==> config.mk <==
export PLATFORM = sky130hd
export DESIGN_NAME = pbws_scheduler
export DESIGN_NICKNAME = d
export VERILOG_FILES = /design/src/rtl/pbws_pkg.sv /design/src/rtl/pbws_ahb_slave.sv /design/src/rtl/pbws_addr_scan.sv /design/src/rtl/pbws_scheduler.sv
export VERILOG_INCLUDE_DIRS = /design/src /design/src/rtl
export SDC_FILE = /design/constraint.sdc
export NUM_CORES = 1
export LEC_CHECK = 0
export BUFFER_PORTS_ARGS = -buffer_cell sky130_fd_sc_hd__buf_2
export CAP_MARGIN = 25
export CORE_AREA = 2 2 201 203
export CTS_BUF_LIST = sky130_fd_sc_hd__clkbuf_4
export CTS_CLUSTER_DIAMETER = 40
export CTS_CLUSTER_SIZE = 12
export DETAILED_ROUTE_END_ITERATION = 16
export DIE_AREA = 0 0 203 205
export GPL_TIMING_DRIVEN = 0
export SLEW_MARGIN = 10
export SYNTH_ARGS = -nofsm -noshare
export SYNTH_HDL_FRONTEND = slang
export SYNTH_SLANG_ARGS = --single-unit
export TNS_END_PERCENT = 1
==> constraint.sdc <==
create_clock -name clk -period 27.8 [get_ports clk]
set_clock_uncertainty 0.15 [all_clocks]
set_input_delay 1.39 -clock clk [delete_from_list [all_inputs] [get_ports clk]]
set_output_delay 1.39 -clock clk [all_outputs]
set_load 0.005 [all_outputs]
==> src/rtl/pbws_regs.svh <==
`ifndef PBWS_REGS_SVH
`define PBWS_REGS_SVH
// ----------------------------------------
// Register offsets (byte addresses)
// ----------------------------------------
`define PBWS_OFF_CTRL 8'h00
`define PBWS_OFF_MASK 8'h04
`define PBWS_OFF_CFG 8'h08
`define PBWS_OFF_ADDR 8'h0C
`define PBWS_OFF_TIME 8'h10
`define PBWS_OFF_STAT 8'h14
// ----------------------------------------
// Fields and reset values
// ----------------------------------------
`define PBWS_CTRL_RUN 0
`define PBWS_CTRL_ROAM 1
`define PBWS_MASK_FLD 4:0
`define PBWS_CFG_HOME_LEN 2:0
`define PBWS_CFG_ROAM_LEN 6:4
`define PBWS_CFG_BATCH 11:8
`define PBWS_ADDR_FLD 17:0
`define PBWS_TIME_CYC 5:0
`define PBWS_TIME_SS 10:8
`define PBWS_TIME_POS 27:16
`define PBWS_MASK_RST 5'h1F
`define PBWS_HOME_LEN_RST 3'h0
`define PBWS_ROAM_LEN_RST 3'h2
// ----------------------------------------
// Timing and frame structure
// ----------------------------------------
`define PBWS_CLK_HZ 32'h0262_5A00
`define PBWS_BIT_RATE 32'h0000_186A
`define PBWS_US_PER_S 32'h000F_4240
`define PBWS_WARM_US 32'h0000_2710
`define PBWS_CW_BITS 32'h0000_001E
`define PBWS_CW_LAST 5'h1D
`define PBWS_SUBSEQ_CW 12'h9C4
`define PBWS_BATCH_CW 12'h09A
`define PBWS_LAST_LEN 12'h0BE
`define PBWS_LAST_BATCH 4'hF
`define PBWS_SYNC_SI_CW 12'h005
`define PBWS_SS_LAST 3'h4
`define PBWS_CYC_LAST 6'h3B
`define PBWS_MATCH_MAX 3'h5
`define PBWS_MAX_ADDR 8'h8B
`define PBWS_TERM_MOD 8'h09
`define PBWS_TERM_OFS 8'h04
`define PBWS_KCAP_STD 8'h95
`define PBWS_KCAP_LAST 8'hB9
`endif

==> src/rtl/pbws_pkg.sv <==
package pbws_pkg;
  typedef enum logic [2:0] {
    st_sleep = 3'b000,
    st_warm = 3'b001,
    st_sync = 3'b010,
    st_scan = 3'b011,
    st_hold = 3'b100
  } pbws_state_t;
endpackage

==> src/rtl/pbws_ahb_slave.sv <==
`timescale 1ns/1ps
module pbws_ahb_slave (
  input wire logic clk,
  input wire logic reset_n,
  input wire logic hsel,
  input wire logic [31:0] haddr,
  input wire logic [1:0] htrans,
  input wire logic hwrite,
  input wire logic hready,
  input wire logic [31:0] hwdata,
  input wire logic [31:0] rd_data,
  output logic hreadyout,
  output logic hresp,
  output logic [31:0] hrdata,
  output logic wr_stb,
  output logic [7:0] wr_off,
  output logic [31:0] wr_data,
  output logic [7:0] rd_off
);
  // ----------------------------------------
  // Address phase capture
  // ----------------------------------------
  logic wr_pend_q;
  logic [7:0] wr_off_q;
  logic [31:0] hrdata_q;
  wire logic take = hsel && htrans[1] && hready;

  // Read data is sampled in the address phase so hrdata comes from a flop
  always_ff @(posedge clk or negedge reset_n) begin
    if (!reset_n) begin
      wr_pend_q <= 1'b0;
      wr_off_q <= 8'h00;
      hrdata_q <= 32'h0000_0000;
    end else begin
      wr_pend_q <= take && hwrite;
      if (take) begin
        wr_off_q <= haddr[7:0];
      end
      if (take && !hwrite) begin
        hrdata_q <= rd_data;
      end
    end
  end

  assign rd_off = haddr[7:0];
  assign wr_stb = wr_pend_q;
  assign wr_off = wr_off_q;
  assign wr_data = hwdata;
  assign hrdata = hrdata_q;
  // Zero wait states, never an error
  assign hreadyout = 1'b1;
  assign hresp = 1'b0;
endmodule // pbws_ahb_slave

==> src/rtl/pbws_addr_scan.sv <==
`timescale 1ns/1ps
`include "pbws_regs.svh"
module pbws_addr_scan (
  input wire logic clk,
  input wire logic reset_n,
  input wire logic start,
  input wire logic cw_valid,
  input wire logic cw_is_term,
  input wire logic [17:0] cw_word,
  input wire logic [17:0] own_addr,
  input wire logic last_batch,
  output logic found,
  output logic done,
  output logic overflow,
  output logic [7:0] addr_count,
  output logic [7:0] k_max
);
  logic active_q;
  logic found_q;
  logic done_q;
  logic ovf_q;
  logic [7:0] addr_cnt_q;
  logic [3:0] term_q;

  function automatic logic [3:0] term_need(input logic [7:0] i);
    return 4'(`PBWS_TERM_MOD - ((i + `PBWS_TERM_OFS) % `PBWS_TERM_MOD));
  endfunction

  // ----------------------------------------
  // Address partition decode
  // ----------------------------------------
  wire logic [3:0] j_need = term_need(addr_cnt_q);
  wire logic is_addr = active_q && cw_valid && !cw_is_term;
  wire logic is_term = active_q && cw_valid && cw_is_term;
  wire logic lower = is_addr && (cw_word < own_addr);
  wire logic hit = is_addr && (cw_word == own_addr);
  wire logic too_many = is_addr && (addr_cnt_q == `PBWS_MAX_ADDR);
  wire logic term_end = is_term && ((term_q + 4'h1) == j_need);
  wire logic stop = lower || hit || too_many || term_end;
  wire logic [7:0] cap = last_batch ? `PBWS_KCAP_LAST : `PBWS_KCAP_STD;

  always_ff @(posedge clk or negedge reset_n) begin
    if (!reset_n) begin
      active_q <= 1'b0;
      addr_cnt_q <= 8'h00;
      term_q <= 4'h0;
      ovf_q <= 1'b0;
    end else if (start) begin
      active_q <= 1'b1;
      addr_cnt_q <= 8'h00;
      term_q <= 4'h0;
      ovf_q <= 1'b0;
    end else begin
      active_q <= active_q && !stop;
      if (is_addr && !too_many && !hit && !lower) begin
        addr_cnt_q <= addr_cnt_q + 8'h01;
      end
      if (is_term) begin
        term_q <= term_q + 4'h1;
      end
      if (too_many) begin
        ovf_q <= 1'b1;
      end
    end
  end

  always_ff @(posedge clk or negedge reset_n) begin
    if (!reset_n) begin
      found_q <= 1'b0;
      done_q <= 1'b0;
    end else begin
      found_q <= hit;
      done_q <= stop && !hit;
    end
  end

  assign found = found_q;
  assign done = done_q;
  assign overflow = ovf_q;
  assign addr_count = addr_cnt_q;
  assign k_max = (cap - addr_cnt_q - 8'(j_need)) / `PBWS_TERM_MOD;
endmodule // pbws_addr_scan

==> src/rtl/pbws_scheduler.sv <==
// The AHB-Lite slave port and the placing of the registers are this design's own decisions.
`timescale 1ns/1ps
`include "pbws_regs.svh"
// How it works
// - Five subsequences per cycle, index tracked
// - Wake only for enabled subsequences
// - Mask bit four selects subsequence four
// - Mask resets to all ones
// - Sixteen batches, last one longer
// - Only own batch is monitored
// - Own address found: stay awake twelve seconds
// - Address count zero to 139 accepted
// - Terminator count is nine minus remainder
// - Codeblock bound from remaining partition room
// - Lower address stops the search
// - Warm up at least ten milliseconds before batch, in whole codewords
// - Stay awake through sync and info
// - Default mask keeps every subsequence active
// - Cycle chosen by low address bits
// - Home length resets 000, roaming 010
// - Cycle number wraps after 59
module pbws_scheduler #(
  parameter int BIT_CYC = `PBWS_CLK_HZ / `PBWS_BIT_RATE,
  parameter int WARM_CYC = (`PBWS_CLK_HZ / `PBWS_US_PER_S) * `PBWS_WARM_US
) (
  input wire logic clk,
  input wire logic reset_n,
  input wire logic hsel,
  input wire logic [31:0] haddr,
  input wire logic [1:0] htrans,
  input wire logic hwrite,
  input wire logic [2:0] hsize,
  input wire logic hready,
  input wire logic [31:0] hwdata,
  output logic hreadyout,
  output logic hresp,
  output logic [31:0] hrdata,
  input wire logic cw_valid,
  input wire logic cw_is_term,
  input wire logic [17:0] cw_word,
  output logic radio_power_en
);
  // Warm-up lead in whole codewords, rounded up
  localparam int CW_CYC = BIT_CYC * `PBWS_CW_BITS;
  localparam int WARM_CW = (WARM_CYC + CW_CYC - 1) / CW_CYC;
  localparam logic [11:0] WARM_CW12 = 12'(WARM_CW);

  function automatic logic reg_sel(input logic [7:0] off, input logic [7:0] want);
    return off == want;
  endfunction

  function automatic logic cyc_hit(
    input logic [5:0] cyc,
    input logic [5:0] addr_lsb,
    input logic [2:0] len
  );
    logic [2:0] n;
    logic [5:0] m;
    n = (len > `PBWS_MATCH_MAX) ? `PBWS_MATCH_MAX : len;
    m = ~(6'h3F << n);
    return ((cyc ^ addr_lsb) & m) == 6'h00;
  endfunction

  // ----------------------------------------
  // Register bus
  // ----------------------------------------
  logic wr_stb;
  logic [7:0] wr_off;
  logic [31:0] wr_data;
  logic [7:0] rd_off;
  logic [31:0] rd_data;

  pbws_ahb_slave u_bus (
    .clk(clk),
    .reset_n(reset_n),
    .hsel(hsel),
    .haddr(haddr),
    .htrans(htrans),
    .hwrite(hwrite),
    .hready(hready),
    .hwdata(hwdata),
    .rd_data(rd_data),
    .hreadyout(hreadyout),
    .hresp(hresp),
    .hrdata(hrdata),
    .wr_stb(wr_stb),
    .wr_off(wr_off),
    .wr_data(wr_data),
    .rd_off(rd_off)
  );

  logic run_q;
  logic roam_q;
  logic [4:0] mask_q;
  logic [2:0] home_cycle_match_length_q;
  logic [2:0] roaming_cycle_match_length_q;
  logic [3:0] batch_q;
  logic [17:0] own_addr_q;
  logic first_q;

  wire logic wr_ctrl = wr_stb && reg_sel(wr_off, `PBWS_OFF_CTRL);
  wire logic wr_mask = wr_stb && reg_sel(wr_off, `PBWS_OFF_MASK);
  wire logic wr_cfg = wr_stb && reg_sel(wr_off, `PBWS_OFF_CFG);
  wire logic wr_addr = wr_stb && reg_sel(wr_off, `PBWS_OFF_ADDR);
  wire logic time_wr = wr_stb && reg_sel(wr_off, `PBWS_OFF_TIME);

  always_ff @(posedge clk or negedge reset_n) begin
    if (!reset_n) begin
      run_q <= 1'b0;
      roam_q <= 1'b0;
      mask_q <= `PBWS_MASK_RST;
      home_cycle_match_length_q <= `PBWS_HOME_LEN_RST;
      roaming_cycle_match_length_q <= `PBWS_ROAM_LEN_RST;
      batch_q <= 4'h0;
      own_addr_q <= 18'h0_0000;
      first_q <= 1'b1;
    end else begin
      first_q <= 1'b0;
      if (wr_ctrl) begin
        run_q <= wr_data[`PBWS_CTRL_RUN];
        roam_q <= wr_data[`PBWS_CTRL_ROAM];
      end
      if (wr_mask) begin
        mask_q <= wr_data[`PBWS_MASK_FLD];
      end
      if (wr_cfg) begin
        home_cycle_match_length_q <= wr_data[`PBWS_CFG_HOME_LEN];
        roaming_cycle_match_length_q <= wr_data[`PBWS_CFG_ROAM_LEN];
        batch_q <= wr_data[`PBWS_CFG_BATCH];
      end
      if (wr_addr) begin
        own_addr_q <= wr_data[`PBWS_ADDR_FLD];
      end
    end
  end

  // ----------------------------------------
  // Timebase: bit, codeword, subsequence, cycle
  // ----------------------------------------
  logic [15:0] bit_cnt_q;
  logic [4:0] cwb_q;
  logic [11:0] pos_q;
  logic [2:0] ss_q;
  logic [5:0] cyc_q;
  logic cw_start_q;

  wire logic bit_tick = bit_cnt_q == 16'(BIT_CYC - 1);
  wire logic cw_tick = bit_tick && (cwb_q == `PBWS_CW_LAST);
  wire logic pos_last = pos_q == (`PBWS_SUBSEQ_CW - 12'h001);
  wire logic ss_last = ss_q == `PBWS_SS_LAST;
  wire logic [11:0] pos_nx = pos_last ? 12'h000 : pos_q + 12'h001;
  wire logic [2:0] ss_nx = ss_last ? 3'h0 : ss_q + 3'h1;
  wire logic [5:0] cyc_nx = (cyc_q == `PBWS_CYC_LAST) ? 6'h00 : cyc_q + 6'h01;

  always_ff @(posedge clk or negedge reset_n) begin
    if (!reset_n) begin
      bit_cnt_q <= 16'h0000;
      cwb_q <= 5'h00;
      cw_start_q <= 1'b0;
    end else begin
      bit_cnt_q <= (bit_tick || time_wr) ? 16'h0000 : bit_cnt_q + 16'h0001;
      if (time_wr || cw_tick) begin
        cwb_q <= 5'h00;
      end else if (bit_tick) begin
        cwb_q <= cwb_q + 5'h01;
      end
      cw_start_q <= cw_tick && !time_wr;
    end
  end

  always_ff @(posedge clk or negedge reset_n) begin
    if (!reset_n) begin
      pos_q <= 12'h000;
      ss_q <= 3'h0;
      cyc_q <= 6'h00;
    end else if (time_wr) begin
      pos_q <= wr_data[`PBWS_TIME_POS];
      ss_q <= wr_data[`PBWS_TIME_SS];
      cyc_q <= wr_data[`PBWS_TIME_CYC];
    end else if (cw_tick) begin
      pos_q <= pos_nx;
      ss_q <= pos_last ? ss_nx : ss_q;
      cyc_q <= (pos_last && ss_last) ? cyc_nx : cyc_q;
    end
  end

  // ----------------------------------------
  // Own batch window
  // ----------------------------------------
  // Fifteen equal batches, the last runs to the end of the subsequence
  wire logic own_last = batch_q == `PBWS_LAST_BATCH;
  wire logic [11:0] tgt_pos = 12'(batch_q * `PBWS_BATCH_CW);
  wire logic [11:0] own_len = own_last ? `PBWS_LAST_LEN : `PBWS_BATCH_CW;
  wire logic [11:0] end_raw = tgt_pos + own_len;
  wire logic [11:0] end_pos = (end_raw == `PBWS_SUBSEQ_CW) ? 12'h000 : end_raw;
  // Early batches need the warm-up to start in the previous subsequence
  wire logic wrap = tgt_pos < WARM_CW12;
  wire logic [11:0] wake_pos = wrap ? (tgt_pos + `PBWS_SUBSEQ_CW - WARM_CW12)
                                    : (tgt_pos - WARM_CW12);
  wire logic [2:0] tgt_ss = wrap ? ss_nx : ss_q;
  wire logic [5:0] tgt_cyc = (wrap && ss_last) ? cyc_nx : cyc_q;
  wire logic [2:0] match_len = roam_q ? roaming_cycle_match_length_q : home_cycle_match_length_q;
  wire logic cyc_ok = cyc_hit(tgt_cyc, own_addr_q[5:0], match_len);
  wire logic ss_ok = mask_q[tgt_ss];
  wire logic wake_ok = run_q && cw_start_q && (pos_q == wake_pos) && ss_ok && cyc_ok;

  // ----------------------------------------
  // Power state machine
  // ----------------------------------------
  pbws_pkg::pbws_state_t state_q;
  pbws_pkg::pbws_state_t state_d;
  logic [11:0] cnt_q;
  logic [11:0] cnt_d;
  logic power_q;
  logic scan_start;
  logic scan_found;
  logic scan_done;
  logic scan_ovf;
  logic [7:0] addr_count;
  logic [7:0] k_max;
  wire logic [11:0] cnt_inc = cnt_q + 12'h001;

  always_comb begin
    state_d = state_q;
    cnt_d = cnt_q;
    scan_start = 1'b0;
    case (state_q)
      pbws_pkg::st_sleep: begin
        if (wake_ok) begin
          state_d = pbws_pkg::st_warm;
        end
      end
      pbws_pkg::st_warm: begin
        if (cw_start_q && (pos_q == tgt_pos)) begin
          state_d = pbws_pkg::st_sync;
          cnt_d = 12'h000;
        end
      end
      pbws_pkg::st_sync: begin
        if (cw_start_q) begin
          cnt_d = cnt_inc;
          if (cnt_inc == `PBWS_SYNC_SI_CW) begin
            state_d = pbws_pkg::st_scan;
            scan_start = 1'b1;
          end
        end
      end
      pbws_pkg::st_scan: begin
        if (scan_found) begin
          state_d = pbws_pkg::st_hold;
          cnt_d = 12'h000;
        end else if (scan_done || (cw_start_q && (pos_q == end_pos))) begin
          state_d = pbws_pkg::st_sleep;
        end
      end
      pbws_pkg::st_hold: begin
        if (cw_start_q) begin
          cnt_d = cnt_inc;
          if (cnt_inc == `PBWS_SUBSEQ_CW) begin
            state_d = pbws_pkg::st_sleep;
          end
        end
      end
      default: begin
        state_d = pbws_pkg::st_sleep;
      end
    endcase
    // Stopping or re-timing always drops the radio
    if (!run_q || time_wr) begin
      state_d = pbws_pkg::st_sleep;
      scan_start = 1'b0;
    end
  end

  always_ff @(posedge clk or negedge reset_n) begin
    if (!reset_n) begin
      state_q <= pbws_pkg::st_sleep;
      cnt_q <= 12'h000;
      power_q <= 1'b0;
    end else begin
      state_q <= state_d;
      cnt_q <= cnt_d;
      power_q <= state_d != pbws_pkg::st_sleep;
    end
  end

  assign radio_power_en = power_q;

  pbws_addr_scan u_scan (
    .clk(clk),
    .reset_n(reset_n),
    .start(scan_start),
    .cw_valid(cw_valid && (state_q == pbws_pkg::st_scan)),
    .cw_is_term(cw_is_term),
    .cw_word(cw_word),
    .own_addr(own_addr_q),
    .last_batch(own_last),
    .found(scan_found),
    .done(scan_done),
    .overflow(scan_ovf),
    .addr_count(addr_count),
    .k_max(k_max)
  );

  // ----------------------------------------
  // Read mux
  // ----------------------------------------
  wire logic [31:0] stat_word = {8'h00, k_max, addr_count, 3'h0, scan_ovf, power_q, state_q};
  wire logic [31:0] time_word = {4'h0, pos_q, 5'h00, ss_q, 2'h0, cyc_q};
  wire logic [31:0] cfg_word = {20'h0_0000, batch_q, 1'b0, roaming_cycle_match_length_q, 1'b0,
    home_cycle_match_length_q};
  always_comb begin
    case (rd_off)
      `PBWS_OFF_CTRL: rd_data = {30'h0000_0000, roam_q, run_q};
      `PBWS_OFF_MASK: rd_data = {27'h000_0000, mask_q};
      `PBWS_OFF_CFG: rd_data = cfg_word;
      `PBWS_OFF_ADDR: rd_data = {14'h0000, own_addr_q};
      `PBWS_OFF_TIME: rd_data = time_word;
      `PBWS_OFF_STAT: rd_data = stat_word;
      default: rd_data = 32'h0000_0000;
    endcase
  end
endmodule // pbws_scheduler

# After elaboration in Yosys (flattened, before gate mapping)
# Index checks and enable logic that the tools add are counted.
dict set report totals {
  ff_bits 151
  latchBits 0
  ram_bits 0
  mem_bits_ro 0
  in_bits 94
  elab_cells 197
  mem_count 0
}
dict set report classes {
  addsub 16
  mul 1
  div_mod_pow 2
  n_lt_le_gt_ge 4
  eq_ne 31
  n_shift 1
  n_mux 50
  n_bitwise 3
  reduce_logical 64
}
# op count
set op_table {}
lappend op_table {{$pmux 28 s6} 1}
lappend op_table {{$mux 12} 8}
lappend op_table {{$mux 3} 16}
lappend op_table {{$mux 6} 7}
lappend op_table {{$eq 12x12->1} 3}
lappend op_table {{$eq 12x12->1 const B} 3}
lappend op_table {{$pmux 12 s3} 1}
lappend op_table {{$eq 8x4->1 const B} 4}
lappend op_table {{$logic_and 1x1->1} 32}
lappend op_table {{$add 12x1->12 const B} 2}
lappend op_table {{$eq 8x5->1 const B} 3}
lappend op_table {{$sub 12x2->12 const B} 2}
lappend op_table {{$eq 18x18->1} 1}
lappend op_table {{$lt 18x18->1} 1}
lappend op_table {{$add 16x1->16 const B} 1}
lappend op_table {{$eq 16x13->1 const B} 1}
lappend op_table {{$eq 8x3->1 const B} 2}
lappend op_table {{$logic_not 8->1} 2}
lappend op_table {{$mux 16} 1}
lappend op_table {{$mux 8} 2}
lappend op_table {{$pmux 3 s5} 1}
lappend op_table {{$reduce_bool 2->1} 7}
lappend op_table {{$add 12x12->12 const B} 1}
lappend op_table {{$add 12x8->12} 1}
lappend op_table {{other kinds (42)} 69}

# Logic depth before layout (Yosys ltp)
dict set report logic_depth {
  depth_word 13
  depth_mapped 49
}

# Modules after synthesis
# From an unflattened synthesis, not the netlist that was laid out.
dict set report hier_totals {
  cells_unflattened 1425
  hier_area_um2 12734.7
}
# mod n_inst cells_each area_each_um2 seq_area_each_um2
set by_module_without_submodules {}
lappend by_module_without_submodules {pbws_scheduler 1 862 7438.4 2359.8}
lappend by_module_without_submodules {pbws_addr_scan 1 431 3309.4 400.4}
lappend by_module_without_submodules {pbws_ahb_slave 1 132 1986.9 1026.0}

# Worst setup path after synthesis
# Ideal clock, no wire load.
dict set report synth_path {
  path_type {flip-flop to flip-flop}
  startpoint {register u_scan.addr_cnt_q[2] (netlist: u_scan.addr_count[2])}
  endpoint {register u_bus.hrdata_q[16] (netlist: u_bus.hrdata[16])}
  setup_ns 0.120
  arrival_ns 10.634
  required_time_ns 27.530
  slack_ns 16.896
  path_stages_with_launch 50
  path_buffers 3
  cell_sequence {dfrtp_1 > ha_1 > buf_2 > nand2_1 > o32a_1 > o22ai_2 > mux2_2 > o221ai_2 > buf_4 > mux2i_1 > o221ai_2 > ha_1 > or3_1 > nor4_4 > o211ai_1 > xnor2_1 > ha_1 > inv_1 > (+14 left out) > inv_1 > ha_1 > a41o_1 > o21ai_2 > xnor2_1 > a31oi_1 > a221oi_1 > buf_2 > o21ai_1 > xnor2_1 > ha_1 > a21oi_1 > inv_1 > maj3_1 > a211o_1 > a311o_1 > a31o_2 > a31o_1}
}
dict set report synth_via {
  elab_chain_len 6
}
# element line
set synth_rtl {}
lappend synth_rtl {{start: declaration} pbws_addr_scan.sv:22} ;# logic [7:0] addr_cnt_q;
lappend synth_rtl {{start signal: assignment} pbws_addr_scan.sv:56} ;# addr_cnt_q <= addr_cnt_q + 8'h01;
lappend synth_rtl {{$add 8x3->8 (no line)} -}
lappend synth_rtl {{$mod 8x4->8 (no line)} -}
lappend synth_rtl {{$sub 4x4->4 (no line)} -}
lappend synth_rtl {{$sub 8x4->8 (*)} pbws_addr_scan.sv:81} ;# assign k_max = (cap - addr_cnt_q - 8'(j_need)) / `PBWS_TERM_MOD;
lappend synth_rtl {{$div 8x4->8 (no line) (*)} -}
lappend synth_rtl {{$pmux 28 s6 (*)} pbws_scheduler.sv:313} ;# case (rd_off)
lappend synth_rtl {{end signal: assignment} pbws_ahb_slave.sv:40} ;# hrdata_q <= rd_data;
lappend synth_rtl {{end: declaration} pbws_ahb_slave.sv:25} ;# logic [31:0] hrdata_q;
# Mark *: on every way between the ends. The rest lies on a longest branch, timed or not.
# A chain may end at the register's enable or synchronous reset.

# Final worst setup path
# Same ends and word-level chain as after synthesis.

==> implementation parameters <==
Parameter                              Value

Run status
  Result of the run ... complete, no violations

Clocking
  Post-cts hold buffer count ... 0
  Sink count of the clock tree ... around 150
  H-Tree Depth ... 4
  Clock buffer depth ... 2
  Number of buffers added by the clock tree synthesis step ... 17
  CTS Root Buffer Type ... clkbuf_4
  Setup fix buffers added after clock tree synthesis ... 0
  Register clock-pin slew on the reported worst setup and hold paths ... roughly 0.16 ns
  Clock insertion delay at the later pin of the skew report ... roughly 0.6 ns
  TritonCTS clock tree ... built
  Count of instances resized after the clock tree is built ... 0

Logic synthesis
  Share of synthesized area occupied by flip-flops and latches ... a little under a third
  Flops & latches, synth ... 147
  Cell count after synthesis ... between 1000 and 1500
  Most used flip-flop cell after synthesis ... dfrtp_1
  Cell type with the highest aggregate area in the netlist ... dfrtp_1
  Post-synthesis async set-or-reset flop share ... 100%
  Yosys top cell area share ... 30.2%
  Number of warnings reported in the yosys synthesis log ... 0
  Unique cell type count in the Yosys netlist ... 90
  Synth top area cells ... dfrtp_1, ha_1, xnor2_1, mux2_2, nor2_1
  Top cell types by occurrence after synthesis ... dfrtp_1, nor2_1, nand2_1
  Cell area after synthesis ... between 0.01 and 0.015 sq mm
  Number of flops mapped to enable cells by yosys ... 0
  Post-Synthesis Mean Instance Area ... roughly 8.6 sq um
  Most frequent cell after synthesis ... dfrtp_1

Worst setup path
  Critical path's slowest cell ... dfrtp_1
  Worst Setup End Kind ... register
  Slowest Stage Delay on Critical Path ... ~0.65 ns
  Data arrival time of the worst path ... between 10 and 15 ns
  Setup Crit Path Kind ... register to register
  Largest fanout of any net on the critical path ... 10
  Critical Path RT ... 28.12 ns
  Startpoint type of the worst setup path ... register
  Cell mode on critical path ... ha_1

Drt
  Number of search-and-repair iterations in the first detailed-routing pass ... 6
  Number of nets still failing antenna checks after routing ... 0
  Routed met3 length ... 1420 um
  Met1 routed wirelength after detailed routing ... approximately 16000 um
  Routed wire length ... about 33000 um
  Initial DRC count ... between 900 and 1000
  DRC errors left ... 0
  Average wire per cell in the routed design ... between 15 and 20 um
  Detailed-route via count ... about 11000
  Detailed route wirelength on metal2 ... 15600 um
  Ratio of routed vias to standard cells ... about 5.3
  Max Used Layer ... met4

Power
  Switching fraction of total power ... roughly a third
  Overall power ... ~0.0005 W
  Pint ... between 0.0003 and 0.0004 W
  Clock network power share ... 30.1%
  Switching component of the power ... 0.000170 W
  Comb pwr share ... about a fifth
  Lkg Pwr ... about 5.8 nW
  Proportion of power drawn by flip-flops and latches ... roughly 49%
  Power Dens Cells ... roughly 37 mW/mm^2
  Peak supply drop ... roughly 0.026 mV

Floorplanning
  Die outline height ... between 200 and 250 um
  Area of the die ... ~0.042 sq mm
  Chip Width ... 203 um
  Starting Density ... between 20% and 30%
  Row cnt ... 73
  Number of placed I/O pins ... approximately 130
  Core outline area ... slightly below 0.04 sq mm

Timing
  Worst-Margin Slew ... around 1.1 ns
  Shortest period the worst path allows ... between 10 and 15 ns
  Number of hold violations in the final report ... 0
  Unrepaired setup endpoints after global routing ... false
  Number of max-slew violations in the final report ... 0
  Relative slew margins ... 27.8%
  Accumulated negative setup slack ... 0 ns
  Minimum hold slack ... about 0.34 ns
  Final setup violation count ... 0
  Achievable frequency ... between 0.07 and 0.08 GHz
  Post-route clock period utilization ... 46.0%

Cells and area
  Storage cell area ... roughly 0.0037 sq mm
  Count of non-filler cells in the finished layout ... 2010
  Layout filler cell count ... 4089
  Share of post-route cells with drive strength above 1 ... between 10% and 20%
  Combined area of the multi-input logic cells ... roughly 0.0074 sq mm
  Synth-to-Final Area Change ... 12.6%
  Nets ... roughly 1600
  Cell area after layout ... roughly 0.013 sq mm

Placement
  Detailed-placement wirelength estimate ... roughly 26000 um
  Gpl congestion ... approximately 0.87
  Placed Instance Area ... approximately 0.013 sq mm
  Post-placement cell count ... roughly 2000
  Port-buffer cells ... 88

GRT
  Vias in the first global route ... approximately 10000
  Global-route wire length before repair ... approximately 53000 um
  Grt ovf ... 0
  Total routing usage reported by global routing ... approximately 16%
  Number of antenna violations at the first check in global routing ... 1
  Pin count of the biggest net entering global routing ... 83

Hold path
  Path class of the lowest-slack min-delay path ... register to register

Flow run
  Maxcap violations ... 0
## per-layer routing
layer | up-vias | GRT usage [%]
li1 | 5096 | -
met1 | 5159 | 21.5
met2 | 284 | 26.7
met3 | 51 | 2.42
met4 | 0 | 4.72
met5 | - | 0
## worst max-delay path, delay by kind of cell, from the launching register on
family,cells,cell delay [ns]
flip-flops,1,0.65
multiplexers,1,0.35
XOR/XNOR,6,1.67
AND/OR/NAND/NOR,6,1.37
adder cells (fa/ha/maj),9,2.92
AO/OA/AOI/OAI,18,4.02
buffers and inverters,8,1.54
## cell usage in the layout, fill, tap and decap left out, drive strengths merged, types with 11 or more instances in the layout
master,n
mux2,43
xnor2,61
o22ai,11
a22oi,11
mux2i,40
o31ai,19
nand4,21
clkbuf,71
nor2b,12
nand2,117
a21oi,57
nor3,33
nor2,122
or3,11
inv,88
nand3,61
a21o,12
buf,103
o21ai,96
nor4,12
a31oi,16
xor2,43
and3,21
ha,75
dfrtp,141
## registers in the layout (all words and copies together) (netlist names), 5 cells and up
register and flops:
u_bus.wr_off 8, pos_q 12, cwb_q 5, cnt_q 12, own_addr_q 18, mask_q 5, u_bus.hrdata 28, bit_cnt_q 16
cyc_q 6, u_scan.addr_count 8
## layout make-up
type,instances,share of cell area (%)
diodes,1,0.0190
clock inverters,15,1.42
inverters,81,2.31
repair buffers,89,3.64
plain buffers,68,2.21
clock buffers,17,0.971
multi-input cells,1067,56.4
flip-flops and latches,147,28.0
well taps,525,5.00
## power groups by stage
stage          combinational, W  clock, W  sequential, W
2_1_floorplan         0.0000744         0       0.000239
3_3_place_gp          0.0000995         0       0.000243
3_5_place_dp           0.000102         0       0.000244
4_1_cts                0.000103  0.000151       0.000240
5_1_grt                0.000116  0.000161       0.000241
6_report               0.000103  0.000148       0.000240
## cell families after synthesis
kind of cell               share of synthesized area, %
and+or+nand+nor                                    20.6
AOI/OAI and AO/OA                                  18.1
buffers and inverters                              5.09
DFF                                                31.6
xor gates and xnor gates                           8.12
muxes                                              7.58
adders and majority gates                          8.90
other                                            0.0643
## through the flow
step	util, %	worst slack, ns
5_1_grt	33.4	13.92
4_1_cts	33.4	15.07
3_3_place_gp	32.5	15.33
2_1_floorplan	-	16.90
6_report	33.4	15.02
3_5_place_dp	32.6	15.15
## worst paths after layout
| check | startpoint | endpoint | slack (ns) | cells past startpoint |
|---|---|---|---|---|
| worst max register to register | u_scan.addr_count[2]$_DFFE_PN0P_ | u_bus.hrdata[16]$_DFFE_PN0P_ | 15.02 | 48 |
| max in group asynchronous | reset_n | u_bus.hrdata[16]$_DFFE_PN0P_ | 26.14 | 2 |
| worst min register to register | cwb_q[3]$_DFFE_PN0P_ | cwb_q[3]$_DFFE_PN0P_ | 0.34 | 1 |
| worst min-delay path | cwb_q[3]$_DFFE_PN0P_ | cwb_q[3]$_DFFE_PN0P_ | 0.34 | 1 |
| min in group asynchronous | reset_n | u_bus.hrdata[6]$_DFFE_PN0P_ | 0.56 | 1 |
| worst max-delay path | u_scan.addr_count[2]$_DFFE_PN0P_ | u_bus.hrdata[16]$_DFFE_PN0P_ | 15.02 | 48 |
Note: power is estimated with default switching activity, not from simulation.
